`src/design/rtcrb_params.svh`:
```
// Purpose: Constants of the real-time clock register bank
// Assumes: Byte-wide registers, 16 addresses, 10 MHz core clock
// Notes:   Definitions only
`ifndef RTCRB_PARAMS_SVH
`define RTCRB_PARAMS_SVH

// Clock and time base
`define RTCRB_CLK_HZ        10000000
`define RTCRB_TICK_HZ       100
`define RTCRB_TICK_CYCLES   (`RTCRB_CLK_HZ / `RTCRB_TICK_HZ)
`define RTCRB_DIV_W         17

// Addresses
`define RTCRB_ADDR_SUBSEC   4'h0
`define RTCRB_ADDR_SECONDS  4'h1
`define RTCRB_ADDR_MINUTES  4'h2
`define RTCRB_ADDR_HOURS    4'h3
`define RTCRB_ADDR_WEEKDAY  4'h4
`define RTCRB_ADDR_DATE     4'h5
`define RTCRB_ADDR_MONTH    4'h6
`define RTCRB_ADDR_YEAR     4'h7
`define RTCRB_ADDR_TRIM     4'h8
`define RTCRB_ADDR_WDOG     4'h9
`define RTCRB_ADDR_ALMONTH  4'hA
`define RTCRB_ADDR_ALDAY    4'hB
`define RTCRB_ADDR_ALHOUR   4'hC
`define RTCRB_ADDR_ALMIN    4'hD
`define RTCRB_ADDR_ALSEC    4'hE
`define RTCRB_ADDR_FLAGS    4'hF

// Field positions
`define RTCRB_BIT_HALT      7
`define RTCRB_BIT_OSC_FAIL_IRQ_ENABLE      7
`define RTCRB_BIT_CB_HI     7
`define RTCRB_BIT_CB_LO     6
`define RTCRB_BIT_OUTLVL    7
`define RTCRB_BIT_FTEST     6
`define RTCRB_BIT_WDF       7
`define RTCRB_BIT_AF        6
`define RTCRB_BIT_OF        2
`define RTCRB_BIT_APE       7
`define RTCRB_BIT_SQUARE_WAVE_ENABLE      6
`define RTCRB_BIT_LFOE      5
`define RTCRB_BIT_RPT_HI    7
`define RTCRB_BIT_RPT5      6

// Implemented bits per address, address 15 in the top byte
`define RTCRB_MASK_SQW      128'hC4FFFFBF_FF7FFF3F_FFDF3FF7_3F7FFFFF
`define RTCRB_MASK_APIN     128'hC4FFFFBF_FF9FFFFF_FFDF3F07_3FFFFFFF

// BCD ranges and reset values
`define RTCRB_MAX_SUBSEC    8'h99
`define RTCRB_MAX_MINSEC    8'h59
`define RTCRB_MAX_HOUR      8'h23
`define RTCRB_MIN_ONE       8'h01
`define RTCRB_MIN_ZERO      8'h00
`define RTCRB_MAX_WEEKDAY   8'h07
`define RTCRB_MAX_DATE      8'h31
`define RTCRB_MAX_MONTH     8'h12
`define RTCRB_MAX_YEAR      8'h99
`define RTCRB_KEEP_SEC      8'h80
`define RTCRB_KEEP_HOUR     8'hC0
`define RTCRB_KEEP_WEEKDAY  8'hF8
`define RTCRB_KEEP_DATE     8'hC0
`define RTCRB_KEEP_MONTH    8'hE0
`define RTCRB_RST_ONE       8'h01

`endif

```
`src/design/rtcrb_pkg.sv`:
```
// Purpose: Types of the real-time clock register bank
// Assumes: rtcrb_params.svh supplies the widths
// Notes:   Whole module state is one packed struct
`include "rtcrb_params.svh"
`default_nettype none
package rtcrb_pkg;

  typedef struct packed {
    logic                       busy;
    logic                       dirty;
    logic [3:0]                 ptr;
    logic [`RTCRB_DIV_W-1:0]    div;
    logic [7:0][7:0]            cnt;
    logic [7:0][7:0]            shadow;
    logic [14:8][7:0]           bank;
    logic                       af;
    logic                       watchdog_expired_flag;
    logic                       of;
    logic [7:0]                 rdData;
    logic                       rdValid;
    logic [3:0]                 rdAddr;
  } rtcrb_state_t;

endpackage
`default_nettype wire

```
`src/design/rtcrb_register_bank.sv`:
```
// Purpose: Sixteen-byte register bank of a real-time clock with BCD counters
// Assumes: Byte port driven by the serial front end on core_clk, one strobe a cycle
// Notes:   APIN_VARIANT selects the alarm-pin map, else the square-wave map
`include "rtcrb_params.svh"
`default_nettype none
module rtcrb_register_bank #(
  parameter bit APIN_VARIANT = 1'b0,
  parameter int TICK_CYCLES  = `RTCRB_TICK_CYCLES
) (
  input  wire logic        core_clk,
  input  wire logic        rstn,
  input  wire logic        accStart,
  input  wire logic        accStop,
  input  wire logic        ptrLoad,
  input  wire logic [3:0]  ptrValue,
  input  wire logic        wrStrobe,
  input  wire logic [7:0]  wrData,
  input  wire logic        rdStrobe,
  output logic [7:0]       rdData,
  output logic             rdValid,
  input  wire logic        alarmMatchEvt,
  input  wire logic        watchdogExpireEvt,
  input  wire logic        oscFailEvt,
  output logic             oscillatorHalt,
  output logic             oscFailIrqEnable,
  output logic [3:0]       squareWaveRate,
  output logic [1:0]       centuryCount,
  output logic             frequencyTest,
  output logic             outputLevel,
  output logic [2:0]       watchdogTickSelect,
  output logic [4:0]       watchdogCountMultiplier,
  output logic             squareWaveEnable,
  output logic             fixedLowFreqOutputEnable,
  output logic             alarmPinEnable,
  output logic [5:1]       alarmRepeatMask,
  output logic             alarmMatchFlag,
  output logic             watchdogExpiredFlag,
  output logic             oscillatorFailFlag
);

  localparam logic [127:0] MAP_MASK = APIN_VARIANT ? `RTCRB_MASK_APIN : `RTCRB_MASK_SQW;
  localparam logic [`RTCRB_DIV_W-1:0] TICK_LAST = `RTCRB_DIV_W'(TICK_CYCLES - 1);

  rtcrb_pkg::rtcrb_state_t st_q;
  rtcrb_pkg::rtcrb_state_t st_d;
  logic       tick;
  logic       transfer;
  logic [7:0] accMask;
  logic [7:0] rdByte;
  logic [5:0] carry;

  // Implemented bits of one address in the chosen map
  function automatic logic [7:0] mapMask(input logic [3:0] a);
    mapMask = MAP_MASK[{a, 3'h0} +: 8];
  endfunction

  // BCD count of the unkept bits, wrapping from hi back to lo
  function automatic logic [7:0] bcdStep(input logic [7:0] v, input logic [7:0] keep,
                                         input logic [7:0] lo, input logic [7:0] hi);
    logic [7:0] f;
    f = v & ~keep;
    if (f == hi) begin
      f = lo;
    end else if (f[3:0] == 4'h9) begin
      f = {f[7:4] + 4'h1, 4'h0};
    end else begin
      f = f + 8'h01;
    end
    bcdStep = (v & keep) | f;
  endfunction

  // Read view: frozen time copy, direct bank, or flags
  always_comb begin
    accMask = mapMask(st_q.ptr);
    if (st_q.ptr == `RTCRB_ADDR_FLAGS) begin
      rdByte = 8'h00;
      rdByte[`RTCRB_BIT_WDF] = st_q.watchdog_expired_flag;
      rdByte[`RTCRB_BIT_AF]  = st_q.af;
      rdByte[`RTCRB_BIT_OF]  = st_q.of;
    end else if (!st_q.ptr[3]) begin
      rdByte = st_q.shadow[st_q.ptr[2:0]];
    end else begin
      rdByte = st_q.bank[st_q.ptr];
    end
    rdByte = rdByte & accMask;
  end

  // Whole next-state function
  always_comb begin
    st_d = st_q;
    st_d.rdValid = 1'b0;
    tick = 1'b0;
    transfer = 1'b0;
    carry = 6'h00;
    if (accStart) begin
      st_d.busy = 1'b1;
    end
    if (accStop) begin
      st_d.busy = 1'b0;
    end
    // Time base; a halted oscillator never ticks
    if (st_q.cnt[1][`RTCRB_BIT_HALT]) begin
      st_d.div = '0;
    end else if (st_q.div == TICK_LAST) begin
      st_d.div = '0;
      tick = 1'b1;
    end else begin
      st_d.div = st_q.div + `RTCRB_DIV_W'(1);
    end
    // Ripple through the BCD counters
    if (tick) begin
      carry[0] = st_q.cnt[0] == `RTCRB_MAX_SUBSEC;
      carry[1] = carry[0] && ((st_q.cnt[1] & ~`RTCRB_KEEP_SEC) == `RTCRB_MAX_MINSEC);
      carry[2] = carry[1] && ((st_q.cnt[2] & ~`RTCRB_KEEP_SEC) == `RTCRB_MAX_MINSEC);
      carry[3] = carry[2] && ((st_q.cnt[3] & ~`RTCRB_KEEP_HOUR) == `RTCRB_MAX_HOUR);
      carry[4] = carry[3] && ((st_q.cnt[5] & ~`RTCRB_KEEP_DATE) == `RTCRB_MAX_DATE);
      carry[5] = carry[4] && ((st_q.cnt[6] & ~`RTCRB_KEEP_MONTH) == `RTCRB_MAX_MONTH);
      st_d.cnt[0] = bcdStep(st_q.cnt[0], 8'h00, `RTCRB_MIN_ZERO, `RTCRB_MAX_SUBSEC);
      if (carry[0]) begin
        st_d.cnt[1] = bcdStep(st_q.cnt[1], `RTCRB_KEEP_SEC, `RTCRB_MIN_ZERO,
                              `RTCRB_MAX_MINSEC);
      end
      if (carry[1]) begin
        st_d.cnt[2] = bcdStep(st_q.cnt[2], `RTCRB_KEEP_SEC, `RTCRB_MIN_ZERO,
                              `RTCRB_MAX_MINSEC);
      end
      if (carry[2]) begin
        st_d.cnt[3] = bcdStep(st_q.cnt[3], `RTCRB_KEEP_HOUR, `RTCRB_MIN_ZERO,
                              `RTCRB_MAX_HOUR);
      end
      if (carry[3]) begin
        st_d.cnt[4] = bcdStep(st_q.cnt[4], `RTCRB_KEEP_WEEKDAY, `RTCRB_MIN_ONE,
                              `RTCRB_MAX_WEEKDAY);
        st_d.cnt[5] = bcdStep(st_q.cnt[5], `RTCRB_KEEP_DATE, `RTCRB_MIN_ONE,
                              `RTCRB_MAX_DATE);
      end
      if (carry[4]) begin
        st_d.cnt[6] = bcdStep(st_q.cnt[6], `RTCRB_KEEP_MONTH, `RTCRB_MIN_ONE,
                              `RTCRB_MAX_MONTH);
      end
      if (carry[5]) begin
        st_d.cnt[7] = bcdStep(st_q.cnt[7], 8'h00, `RTCRB_MIN_ZERO, `RTCRB_MAX_YEAR);
        // Century wraps 3 to 0 with the year
        if (st_q.cnt[7] == `RTCRB_MAX_YEAR) begin
          st_d.cnt[6][`RTCRB_BIT_CB_HI:`RTCRB_BIT_CB_LO] =
            st_d.cnt[6][`RTCRB_BIT_CB_HI:`RTCRB_BIT_CB_LO] + 2'h1;
        end
      end
    end
    // Copy follows the counters only while no access is open
    if (!st_q.busy && !accStart) begin
      st_d.shadow = st_d.cnt;
    end
    // Byte port; pointer load wins over a strobe in the same cycle
    if (ptrLoad) begin
      st_d.ptr = ptrValue;
    end else if (wrStrobe) begin
      if (!st_q.ptr[3]) begin
        // Host may write ones into fixed zeros; masking keeps them clear
        st_d.shadow[st_q.ptr[2:0]] = wrData & accMask;
        if (st_q.ptr == `RTCRB_ADDR_SUBSEC) begin
          st_d.shadow[0] = 8'h00;
        end
        st_d.dirty = 1'b1;
      end else if (st_q.ptr == `RTCRB_ADDR_FLAGS) begin
        // Only the fail flag can be cleared by writing zero
        if (!wrData[`RTCRB_BIT_OF]) begin
          st_d.of = 1'b0;
        end
      end else begin
        st_d.bank[st_q.ptr] = wrData & accMask;
      end
      st_d.ptr = st_q.ptr + 4'h1;
      transfer = st_q.ptr == `RTCRB_ADDR_YEAR;
    end else if (rdStrobe) begin
      st_d.rdData = rdByte;
      st_d.rdValid = 1'b1;
      st_d.rdAddr = st_q.ptr;
      // Reading the flags clears the two event flags
      if (st_q.ptr == `RTCRB_ADDR_FLAGS) begin
        st_d.af = 1'b0;
        st_d.watchdog_expired_flag = 1'b0;
      end
      st_d.ptr = st_q.ptr + 4'h1;
    end
    // A write to the year byte, or a stop with a time write pending, loads all counters at once
    if ((transfer || accStop) && st_d.dirty) begin
      transfer = 1'b1;
      st_d.cnt = st_d.shadow;
      st_d.cnt[0] = 8'h00;
      st_d.div = '0;
      st_d.dirty = 1'b0;
    end else begin
      transfer = 1'b0;
    end
    // Events set after any clear so a same-cycle event survives
    if (alarmMatchEvt) begin
      st_d.af = 1'b1;
    end
    if (watchdogExpireEvt) begin
      st_d.watchdog_expired_flag = 1'b1;
    end
    if (oscFailEvt) begin
      st_d.of = 1'b1;
    end
  end

  // State register; calendar starts at day 1 of month 1
  always_ff @(posedge core_clk or negedge rstn) begin
    if (!rstn) begin
      st_q <= '0;
      st_q.cnt[4] <= `RTCRB_RST_ONE;
      st_q.cnt[5] <= `RTCRB_RST_ONE;
      st_q.cnt[6] <= `RTCRB_RST_ONE;
      st_q.shadow[4] <= `RTCRB_RST_ONE;
      st_q.shadow[5] <= `RTCRB_RST_ONE;
      st_q.shadow[6] <= `RTCRB_RST_ONE;
    end else begin
      st_q <= st_d;
    end
  end

  // Field outputs straight from stored bytes
  assign rdData = st_q.rdData;
  assign rdValid = st_q.rdValid;
  assign oscillatorHalt = st_q.cnt[1][`RTCRB_BIT_HALT];
  assign oscFailIrqEnable = st_q.cnt[2][`RTCRB_BIT_OSC_FAIL_IRQ_ENABLE];
  assign squareWaveRate = st_q.cnt[4][7:4];
  assign centuryCount = st_q.cnt[6][`RTCRB_BIT_CB_HI:`RTCRB_BIT_CB_LO];
  assign outputLevel = st_q.bank[8][`RTCRB_BIT_OUTLVL];
  assign frequencyTest = st_q.bank[8][`RTCRB_BIT_FTEST];
  assign watchdogTickSelect = {st_q.bank[9][7], st_q.bank[9][1:0]};
  assign watchdogCountMultiplier = st_q.bank[9][6:2];
  assign alarmPinEnable = st_q.bank[10][`RTCRB_BIT_APE];
  assign squareWaveEnable = st_q.bank[10][`RTCRB_BIT_SQUARE_WAVE_ENABLE];
  assign fixedLowFreqOutputEnable = st_q.bank[10][`RTCRB_BIT_LFOE];
  // Repeat mask order 5,4,3,2,1
  assign alarmRepeatMask = {st_q.bank[11][`RTCRB_BIT_RPT5], st_q.bank[11][`RTCRB_BIT_RPT_HI],
                            st_q.bank[12][`RTCRB_BIT_RPT_HI], st_q.bank[13][`RTCRB_BIT_RPT_HI],
                            st_q.bank[14][`RTCRB_BIT_RPT_HI]};
  assign alarmMatchFlag = st_q.af;
  assign watchdogExpiredFlag = st_q.watchdog_expired_flag;
  assign oscillatorFailFlag = st_q.of;

  // Checks
  property p_afReadOnly;
    @(posedge core_clk) disable iff (!rstn)
      (wrStrobe && !ptrLoad && st_q.ptr == `RTCRB_ADDR_FLAGS && !st_q.af && !alarmMatchEvt)
      |=> !alarmMatchFlag;
  endproperty
  a_afReadOnly: assert property (p_afReadOnly) else $error("alarm flag set by a write");

  property p_wdfReadOnly;
    @(posedge core_clk) disable iff (!rstn)
      (wrStrobe && !ptrLoad && st_q.ptr == `RTCRB_ADDR_FLAGS && !st_q.watchdog_expired_flag && !watchdogExpireEvt)
      |=> !watchdogExpiredFlag;
  endproperty
  a_wdfReadOnly: assert property (p_wdfReadOnly) else $error("watchdog flag set by write");

  property p_flagsLayout;
    @(posedge core_clk) disable iff (!rstn)
      (rdStrobe && !ptrLoad && !wrStrobe && st_q.ptr == `RTCRB_ADDR_FLAGS && !oscFailEvt)
      |=> rdValid && rdData[`RTCRB_BIT_OF] == $past(st_q.of) && (rdData & 8'h3B) == 8'h00;
  endproperty
  a_flagsLayout: assert property (p_flagsLayout) else $error("flags byte layout wrong");

  property p_wdogFields;
    @(posedge core_clk) disable iff (!rstn)
      (wrStrobe && !ptrLoad && st_q.ptr == `RTCRB_ADDR_WDOG)
      |=> watchdogCountMultiplier == $past(wrData[6:2])
          && watchdogTickSelect == {$past(wrData[7]), $past(wrData[1:0])};
  endproperty
  a_wdogFields: assert property (p_wdogFields) else $error("watchdog fields misplaced");

  property p_repeatMask;
    @(posedge core_clk) disable iff (!rstn)
      (wrStrobe && !ptrLoad && st_q.ptr == `RTCRB_ADDR_ALDAY)
      |=> alarmRepeatMask[5:4] == {$past(wrData[6]), $past(wrData[7])};
  endproperty
  a_repeatMask: assert property (p_repeatMask) else $error("repeat mask misplaced");

  property p_transferLoad;
    @(posedge core_clk) disable iff (!rstn)
      transfer |=> centuryCount == st_q.shadow[6][7:6] && st_q.cnt[0] == 8'h00 && !st_q.dirty;
  endproperty
  a_transferLoad: assert property (p_transferLoad) else $error("buffered load failed");

  property p_frozenCopy;
    @(posedge core_clk) disable iff (!rstn)
      (st_q.busy && !accStop && !wrStrobe) ##1 (st_q.busy && !accStop && !wrStrobe)
      |=> $stable(st_q.shadow);
  endproperty
  a_frozenCopy: assert property (p_frozenCopy) else $error("time copy moved in access");

  property p_haltStops;
    @(posedge core_clk) disable iff (!rstn)
      (oscillatorHalt && !transfer) |=> $stable(st_q.cnt[0]);
  endproperty
  a_haltStops: assert property (p_haltStops) else $error("time advanced while halted");

  property p_bcdRange;
    @(posedge core_clk) disable iff (!rstn)
      st_q.cnt[1][3:0] <= 4'h9 && st_q.cnt[1][6:4] <= 3'h5 && st_q.cnt[3][5:0] <= 6'h23;
  endproperty
  a_bcdRange: assert property (p_bcdRange) else $error("counter out of BCD range");

  property p_zeroBits;
    @(posedge core_clk) disable iff (!rstn)
      rdValid |-> (rdData & ~mapMask(st_q.rdAddr)) == 8'h00;
  endproperty
  a_zeroBits: assert property (p_zeroBits) else $error("fixed-zero bit read as one");

endmodule
`default_nettype wire

```
`config.mk`:
```
export PLATFORM = sky130hd
export DESIGN_NAME = rtcrb_register_bank
export DESIGN_NICKNAME = d
export VERILOG_FILES = /design/src/design/rtcrb_pkg.sv /design/src/design/rtcrb_register_bank.sv
export VERILOG_INCLUDE_DIRS = /design/src /design/src/design
export SDC_FILE = /design/constraint.sdc
export NUM_CORES = 1
export LEC_CHECK = 0
export BUFFER_PORTS_ARGS = -buffer_cell sky130_fd_sc_hd__buf_2
export CORE_UTILIZATION = 25
export DETAILED_ROUTE_END_ITERATION = 16
export SLEW_MARGIN = 25
export SYNTH_ARGS = -nofsm -noshare
export SYNTH_HDL_FRONTEND = slang
export SYNTH_SLANG_ARGS = --single-unit
```
`constraint.sdc`:
```
create_clock -name core_clk -period 6.3 [get_ports core_clk]
set_clock_uncertainty 0.15 [all_clocks]
set_input_delay 0.63 -clock core_clk [delete_from_list [all_inputs] [get_ports core_clk]]
set_output_delay 0.63 -clock core_clk [all_outputs]
set_load 0.05 [all_outputs]
```
# == Word-level counts from Yosys, hierarchy flattened ==
# Index checks and enable logic that the tools add are counted.
# totals
ff_bits,223
output_inout_bits,38
word_cells,201
# op_classes
n_addsub,18
n_lt_le_gt_ge,4
eq_ne,24
n_shift,1
n_mux,83
bitwise_logic,11
reduce_logical,27
# ops
op,n
$mux 8,32
$mux 64,3
$mux 136,1
$shiftx 128x8->8 const A,1
$mux 120,1
$mux 56,2
$mux 81,1
$bwmux 64,1
$bwmux 56,1
$or 8x8->8,6
$mux 17,2
$bmux 8 s4,1
$demux 8 s4,1
$eq 4x4->1 const B,8
$mux 7,4
$mux 13,2
$bmux 8 s3,1
$demux 8 s3,1
$add 17x1->17 const B,1
$eq 17x17->1 const B,1
$mux 1,17
$add 7x1->8 const B,2
$add 8x1->8 const B,2
$and 8x8->8,2
33 further kinds,74

# == Logic depth before layout (Yosys ltp) ==
# Gate-level depths: netlist (run 1).
# logic_depth
word_depth,21
ltp_mapped,11

# == Least setup slack after synthesis (run 1) ==
# No wires, ideal clock.
# synth_timing
path_type,reg2reg
start,register st_q (netlist bit oscillatorHalt)
end,register st_q[169] (netlist bit)
arrival_time_ns,2.643
t_required_ns,6.024
slack_ns,3.381
stages_incl_launch_ff,8
path_buffers,1
period_less_slack_ns,2.919
cell_sequence,dfrtp_1 -> clkbuf_1 -> and4bb_2 -> nand4_1 -> nor3_4 -> mux2_2 -> a21boi_0 -> a311o_1
# synth_rtl
element,line_no,rtl
from (decl),rtcrb_register_bank.sv:44,rtcrb_pkg::rtcrb_state_t st_q;
from (signal assigned),rtcrb_register_bank.sv:219,st_q <= st_d;

==> results of run 1 <==
-- power breakdown --
part	switching, uW	internal, uW
Sequential	387	1770
Clock	642	936
Combinational	1070	631
-- per-layer routing --
layer  GRT usage [%]  routed length (um)  part of all wire, %
met4           6.985                1843                  4.1
met3           3.297                3989                  8.9
met2           24.83               20060                   45
met5               0                   0                    0
met1           22.05               19070                   42
-- cell usage in the layout (no fill, tap or decap), types with 29 or more instances in the layout --
cell type  count
a21oi_1       71
a31oi_1       29
buf_2         58
dfrtp_1      211
ha_1          31
mux2_2        58
mux2i_1       31
nand2_1      132
nand3_1       42
nor2_1       107
o21ai_0      138
o22ai_1       33
-- cell type report --
type                    instances  area share (%)
clock buffers                  42           5.483
clock inverters                 7          0.5174
inverters                      29          0.7260
multi-input cells            1074           47.81
flip-flops and latches        219           36.62
well taps                     688           5.741
repair buffers                 77           3.104
-- logic make-up after synthesis --
kind of cell / count (synthesis) / share of synthesized area, %
flip-flops: 219 / 41.14
multiplexers: 98 / 8.743
AND/OR/NAND/NOR: 464 / 17.65
XOR/XNOR: 24 / 1.576
buffers and inverters: 170 / 5.657
adder cells (fa/ha/maj): 31 / 2.908
AO/OA/AOI/OAI: 457 / 22.32
-- worst min-delay path by stage --
| stage | startpoint | endpoint | slack [ns] | depth (start not counted) |
|---|---|---|---|---|
| 2_1_floorplan | rstn | asynchronous set/reset pin | 0.18 | 0 |
| 3_3_place_gp | register | register | 0.31 | 2 |
| 3_5_place_dp | register | register | 0.32 | 2 |
| 4_1_cts | rstn | st_q[200] | 0.002 | 1 |
| 5_1_grt | rstn | st_q[200] | 0.02 | 1 |
| 6_report | rstn | st_q[200] | -0.05 | 1 |
-- metrics by stage --
| stage | std cells | power [uW] | area, um^2 |
|---|---|---|---|
| finish | 2136 | 5434 | 14990 |
| global route | 2136 | 5689 | 14990 |
| floorplan | 1463 | 3360 | 13340 |
| detailed placement | 2086 | 3833 | 14070 |
| CTS | 2135 | 5415 | 14970 |
| global placement | 2086 | 3791 | 14060 |
==> flow_summary.toml, run 1 <==
[routing]
first_pass_iters = 6
wl_per_cell_um = 21.05
drc = 0
ant_nets = 0
drt-total-wl_mm = 44.96
route.vias.total = 12050
vias_per_cell = 5.643
drt-initial-drc-count = 1299

[placed_design]
portBuffers = 59
gp_congestion = 0.8980
place_worst_setup_slack_ns = 2.691
dp_hpwl_mm = 30.13

[timing]
slew_viol_final = 0
timing.setup.tns_ns = 0
holdWs_ns = -0.04779
finalCriticalPeriod_ns = 3.782
final_hold_viol_count = 24
fin_crit_sh_pct = 60.03
fin_ws_ns = 2.518
fmax_ghz = 0.2644
rsz0062_at_grt = "false"
tightest_slew_ns = 1.051
setup_viol = 0
relSlewSlack_pct = 29.79

[yosys]
synth_area_per_cell_um2 = 9.117
synth_area_mm2 = 0.01334
synth_top_area_cell = "dfrtp_1"
synthTopCellsByArea = "dfrtp_1 40%, o21ai_0 5.2%, mux2_2 4.9%"
synth-edff-count = 0
synth_nets = 1516
async_flop_share_pct = 100.0
synth.distinct_cells = 83
ys_top_cells_by_count = "213 x dfrtp_1, 138 x o21ai_0, 133 x nand2_1"
seq_area_frac_synth_pct = 41.14
synthCells = 1463
ys_ff_latch = 219
synth_ff_type = "dfrtp_1"
synth_top_area_share_pct = 39.96
synth.most_common_cell = "dfrtp_1"
yosysWarningCount = 0

[final_layout]
n_antenna_cell = 0
seqCellArea_mm2 = 0.005490
multi_input_area_mm2 = 0.007168
area_growth_pct = 12.41
drive_gt1_share_pct = 15.95
final_util_pct = 28.47
fillers = 5475
num-nets-final = 1481

[clock_tree]
cts_tree = "done"
numCtsBuffers = 27
cts_hold_buf = 0
cts_setup_buffers = 0
cts_sinks = 219
htree_num_levels = 1
clock_latency_ns = 0.57
cts_root_buffer = "clkbuf_16"
cts_resized = 0
clock_path_buffers = 3
path_clk_slew_ns = 0.06

[critical_path]
r2r-start = "st_q[218]"
arrival_ns = 4.11
cp_slowest_stage_delay_ns = 0.71
critPathKind = "reg -> reg"
crit_slowest_cell = "dfrtp_1"
critPathBufInv = 1
reg2reg_slack_ns = 2.52
cp-end-kind = "register"
cp.required_ns = 6.63
critical_path_depth = 7
start_kind = "register"
r2r_end = "st_q[198]"
reg2regPathDepth = 7
crit_fanout = 18
path_cells = "clkinv_1 > ha_1 > and2_1 > o31ai_1 > nand2_1 > a32o_1 > a21oi_1"
crit_path_end = "st_q[198]"
cp-startpoint = "st_q[218]"
cpLargestDelayFamily = "compound AO/OA/AOI/OAI gates"

[global_routing]
antenna_found_initial = 0
grt_overflow = 0
grt_max_degree = 115
grt_use_total_pct = 16.24
grt_pass1_vias = 11390
grt_first_pass_wirelength_mm = 68.77

[die]
die-area_mm2 = 0.05428
core_mm2 = 0.05266
num_rows = 84
die_width_um = 233.0
dieHeight_um = 233.0
start_util_pct = 25.33
io_pins = 60

[power]
peakVddDrop_uv = 210.6
p_leak_uw = 0.006067
powerDensity_mw_per_mm2 = 362.4

[min_path]
hold_class = "in -> async"

[status]
status = "finished, violations left"
failed_checks = "hold timing"

[job]
cap_violations = 0
No activity file was read; power rests on OpenSTA's default activity.
==> run 2: changes to the inputs <==
ABC_AREA = 1   (was unset)
clock period = 3.45 ns   (was 6.3 ns; I/O delays follow)
==> run 2 against run 1 <==
Against the previous run: area after synthesis fell by 1.8%; largest power group unchanged; critical endpoint is now st_q[135]; the run now ends clean; maximum frequency rose by 21%; cell count rose by 18%; clock power rose by 73%.
==> flow_summary.toml, run 2 <==
[clock_tree]
cts_tree = "done"
path_clk_slew_ns = 0.06
clock_path_buffers = 3
clock_latency_ns = 0.53
cts_root_buffer = "clkbuf_16"
cts_sinks = 219
htree_num_levels = 1
numCtsBuffers = 25

[routing]
route.vias.total = 12450
drt-initial-drc-count = 1240
vias_per_cell = 4.944
wl_per_cell_um = 17.47
first_pass_iters = 6
drt-total-wl_mm = 43.98
ant_nets = 0
drc = 0

[placed_design]
gp_congestion = 0.9307
dpl-instance-area_mm2 = 0.01402
dp_hpwl_mm = 31.74
portBuffers = 59
place_worst_setup_slack_ns = 0.4500

[power]
p_int_uw = 6294
powerDensity_mw_per_mm2 = 713.4
pwr-share-clk_pct = 25.6
p_leak_uw = 0.007162
switching_share_pct = 41.00
comb_power_share_pct = 34.2
power_frac_seq_pct = 40.2
peakVddDrop_uv = 432.5
p_sw_uw = 4374

[die]
die_width_um = 230.8
dieHeight_um = 230.8
die-area_mm2 = 0.05328
num_rows = 83
start_util_pct = 25.42
core_mm2 = 0.05151
io_pins = 60

[global_routing]
met3_usage_pct = 1.766
grt_use_total_pct = 16.24
use_met2_pct = 25.41
grt_first_pass_wirelength_mm = 68.47
use_met1_pct = 23.07
grt_pass1_vias = 11860
antenna_found_initial = 0
grt_overflow = 0
top_usage_layer = "met2"
grt_max_degree = 99

[timing]
finalCriticalPeriod_ns = 3.134
fin_ws_ns = 0.3156
tightest_slew_ns = 0.8768
final_hold_viol_count = 0
fmax_ghz = 0.3190
relSlewSlack_pct = 41.41
rsz0062_at_grt = "false"
timing.setup.tns_ns = 0
slew_viol_final = 0
setup_viol = 0
fin_crit_sh_pct = 90.85

[critical_path]
critPathKind = "reg -> reg"
arrival_ns = 3.42
cp-end-kind = "register"
cp.required_ns = 3.73
start_kind = "register"
reg2regPathDepth = 9
reg2reg_slack_ns = 0.32
crit_fanout = 14

[yosys]
synth_area_mm2 = 0.01309
synth.most_common_cell = "nand2_1"
yosysWarningCount = 0
synth_top_area_share_pct = 40.71
ys_top_cells_by_count = "538 x nand2_1, 213 x dfrtp_1, 177 x o21ai_0"
async_flop_share_pct = 100.0
ys_ff_latch = 219
synth_ff_type = "dfrtp_1"
synth.distinct_cells = 59
synth-edff-count = 0
synth_area_per_cell_um2 = 7.318
synthTopCellsByArea = "dfrtp_1 41%, nand2_1 15%, o21ai_0 6.8%"
synth_top_area_cell = "dfrtp_1"
seq_area_frac_synth_pct = 41.92
synth_nets = 1842
synthCells = 1789

[final_layout]
area_growth_pct = 14.23
final_cell_mix = "538 x nand2_1, 213 x dfrtp_1, 177 x o21ai_0"
layout_commonest_cell = "nand2_1"
stdcell_area_mm2 = 0.01495
seqCellArea_mm2 = 0.005488
num-nets-final = 1874
multi_input_area_mm2 = 0.006447
drive_gt1_share_pct = 10.17
fillers = 5640
n_antenna_cell = 0

[status]
status = "complete, no violations"

[min_path]
holdPathStages = 3
hold_class = "in -> reg"

[job]
cap_violations = 0
-- run 2: cell count changes after synthesis, moves of 18 or more --
| cell | change |
|---|---|
| a21boi_0 | +23 |
| a22oi_1 | -18 |
| a31oi_1 | -23 |
| and3_1 | -21 |
| clkbuf_1 | -59 |
| inv_1 | +138 |
| mux2_2 | -58 |
| mux2i_1 | -31 |
| nand2_1 | +405 |
| nand3_1 | +89 |
| nor2_1 | +27 |
| o21ai_0 | +39 |
| o22ai_1 | -25 |
-- run 2: critical path, stage by stage (launching register included) --
cell and delay (ns):
dfrtp_1 0.58, inv_2 0.13, nand2_1 0.41, inv_1 0.42, o21ai_0 0.27, nand2_1 0.09
nor2_1 0.22, inv_1 0.31, nand2_1 0.21, a21boi_0 0.23
-- run 2: per-layer routing --
metal | routed length, um | share of wire [%]
met4 | 1594 | 3.6
met3 | 2696 | 6.1
met5 | 0 | 0
met1 | 20170 | 46
met2 | 19520 | 44
-- run 2: layout make-up --
type / count / share of cell area [%]
Clock inverter: 8 / 0.7865
Tap cell: 680 / 5.689
Multi-Input combinational cell: 1299 / 43.11
Sequential cell: 219 / 36.70
Timing Repair Buffer: 99 / 4.468
Clock buffer: 36 / 4.794
Inverter: 177 / 4.451
-- run 2: final timing paths --
check                          start        end
max                        st_q[219]  st_q[135]
min                          ptrLoad  st_q[219]
min in group asynchronous       rstn  st_q[140]
max reg2reg                st_q[219]  st_q[135]
max in group asynchronous       rstn  st_q[168]
min reg2reg                st_q[200]  st_q[200]
-- run 2: what timing repair did --
action                                 in CTS  in global routing
setup buffers                               0                  0
endpoints found under the hold margin     103                  0
hold buffers                               10                  0
gates resized for setup                     0                  0
-- run 2: through the flow --
stage                     power (uW)  hold WS (ns)  cells  util [%]
after floorplan                 6827       -0.1006   1789         -
after global placement          7808        0.2966   2464     27.22
after detailed placement        7892        0.3035   2464     27.22
after CTS                      10670       0.03335   2518     29.03
after global routing           11330       0.04629   2518     29.03
final                          10670       0.05262   2518     29.03
-- run 2: power by group through the flow --
stage	Clock (uW)	Sequential (uW)	Combinational [uW]
global route	2880	4370	4090
global placement	0	4270	3530
finish	2730	4290	3650
detailed placement	0	4290	3610
floorplan	0	4070	2760
CTS	2780	4260	3630
-- run 2: cells by family (layout without fill, tap and decap cells) --
| group | count (synthesis) | after routing | synth area share [%] |
|---|---|---|---|
| compound gates | 350 | 350 | 15.41 |
| xor+xnor | 10 | 10 | 0.6690 |
| fa+ha+maj | 31 | 31 | 2.963 |
| buf+inv | 271 | 320 | 8.888 |
| flops | 219 | 219 | 41.92 |
| simple gates | 908 | 908 | 30.15 |
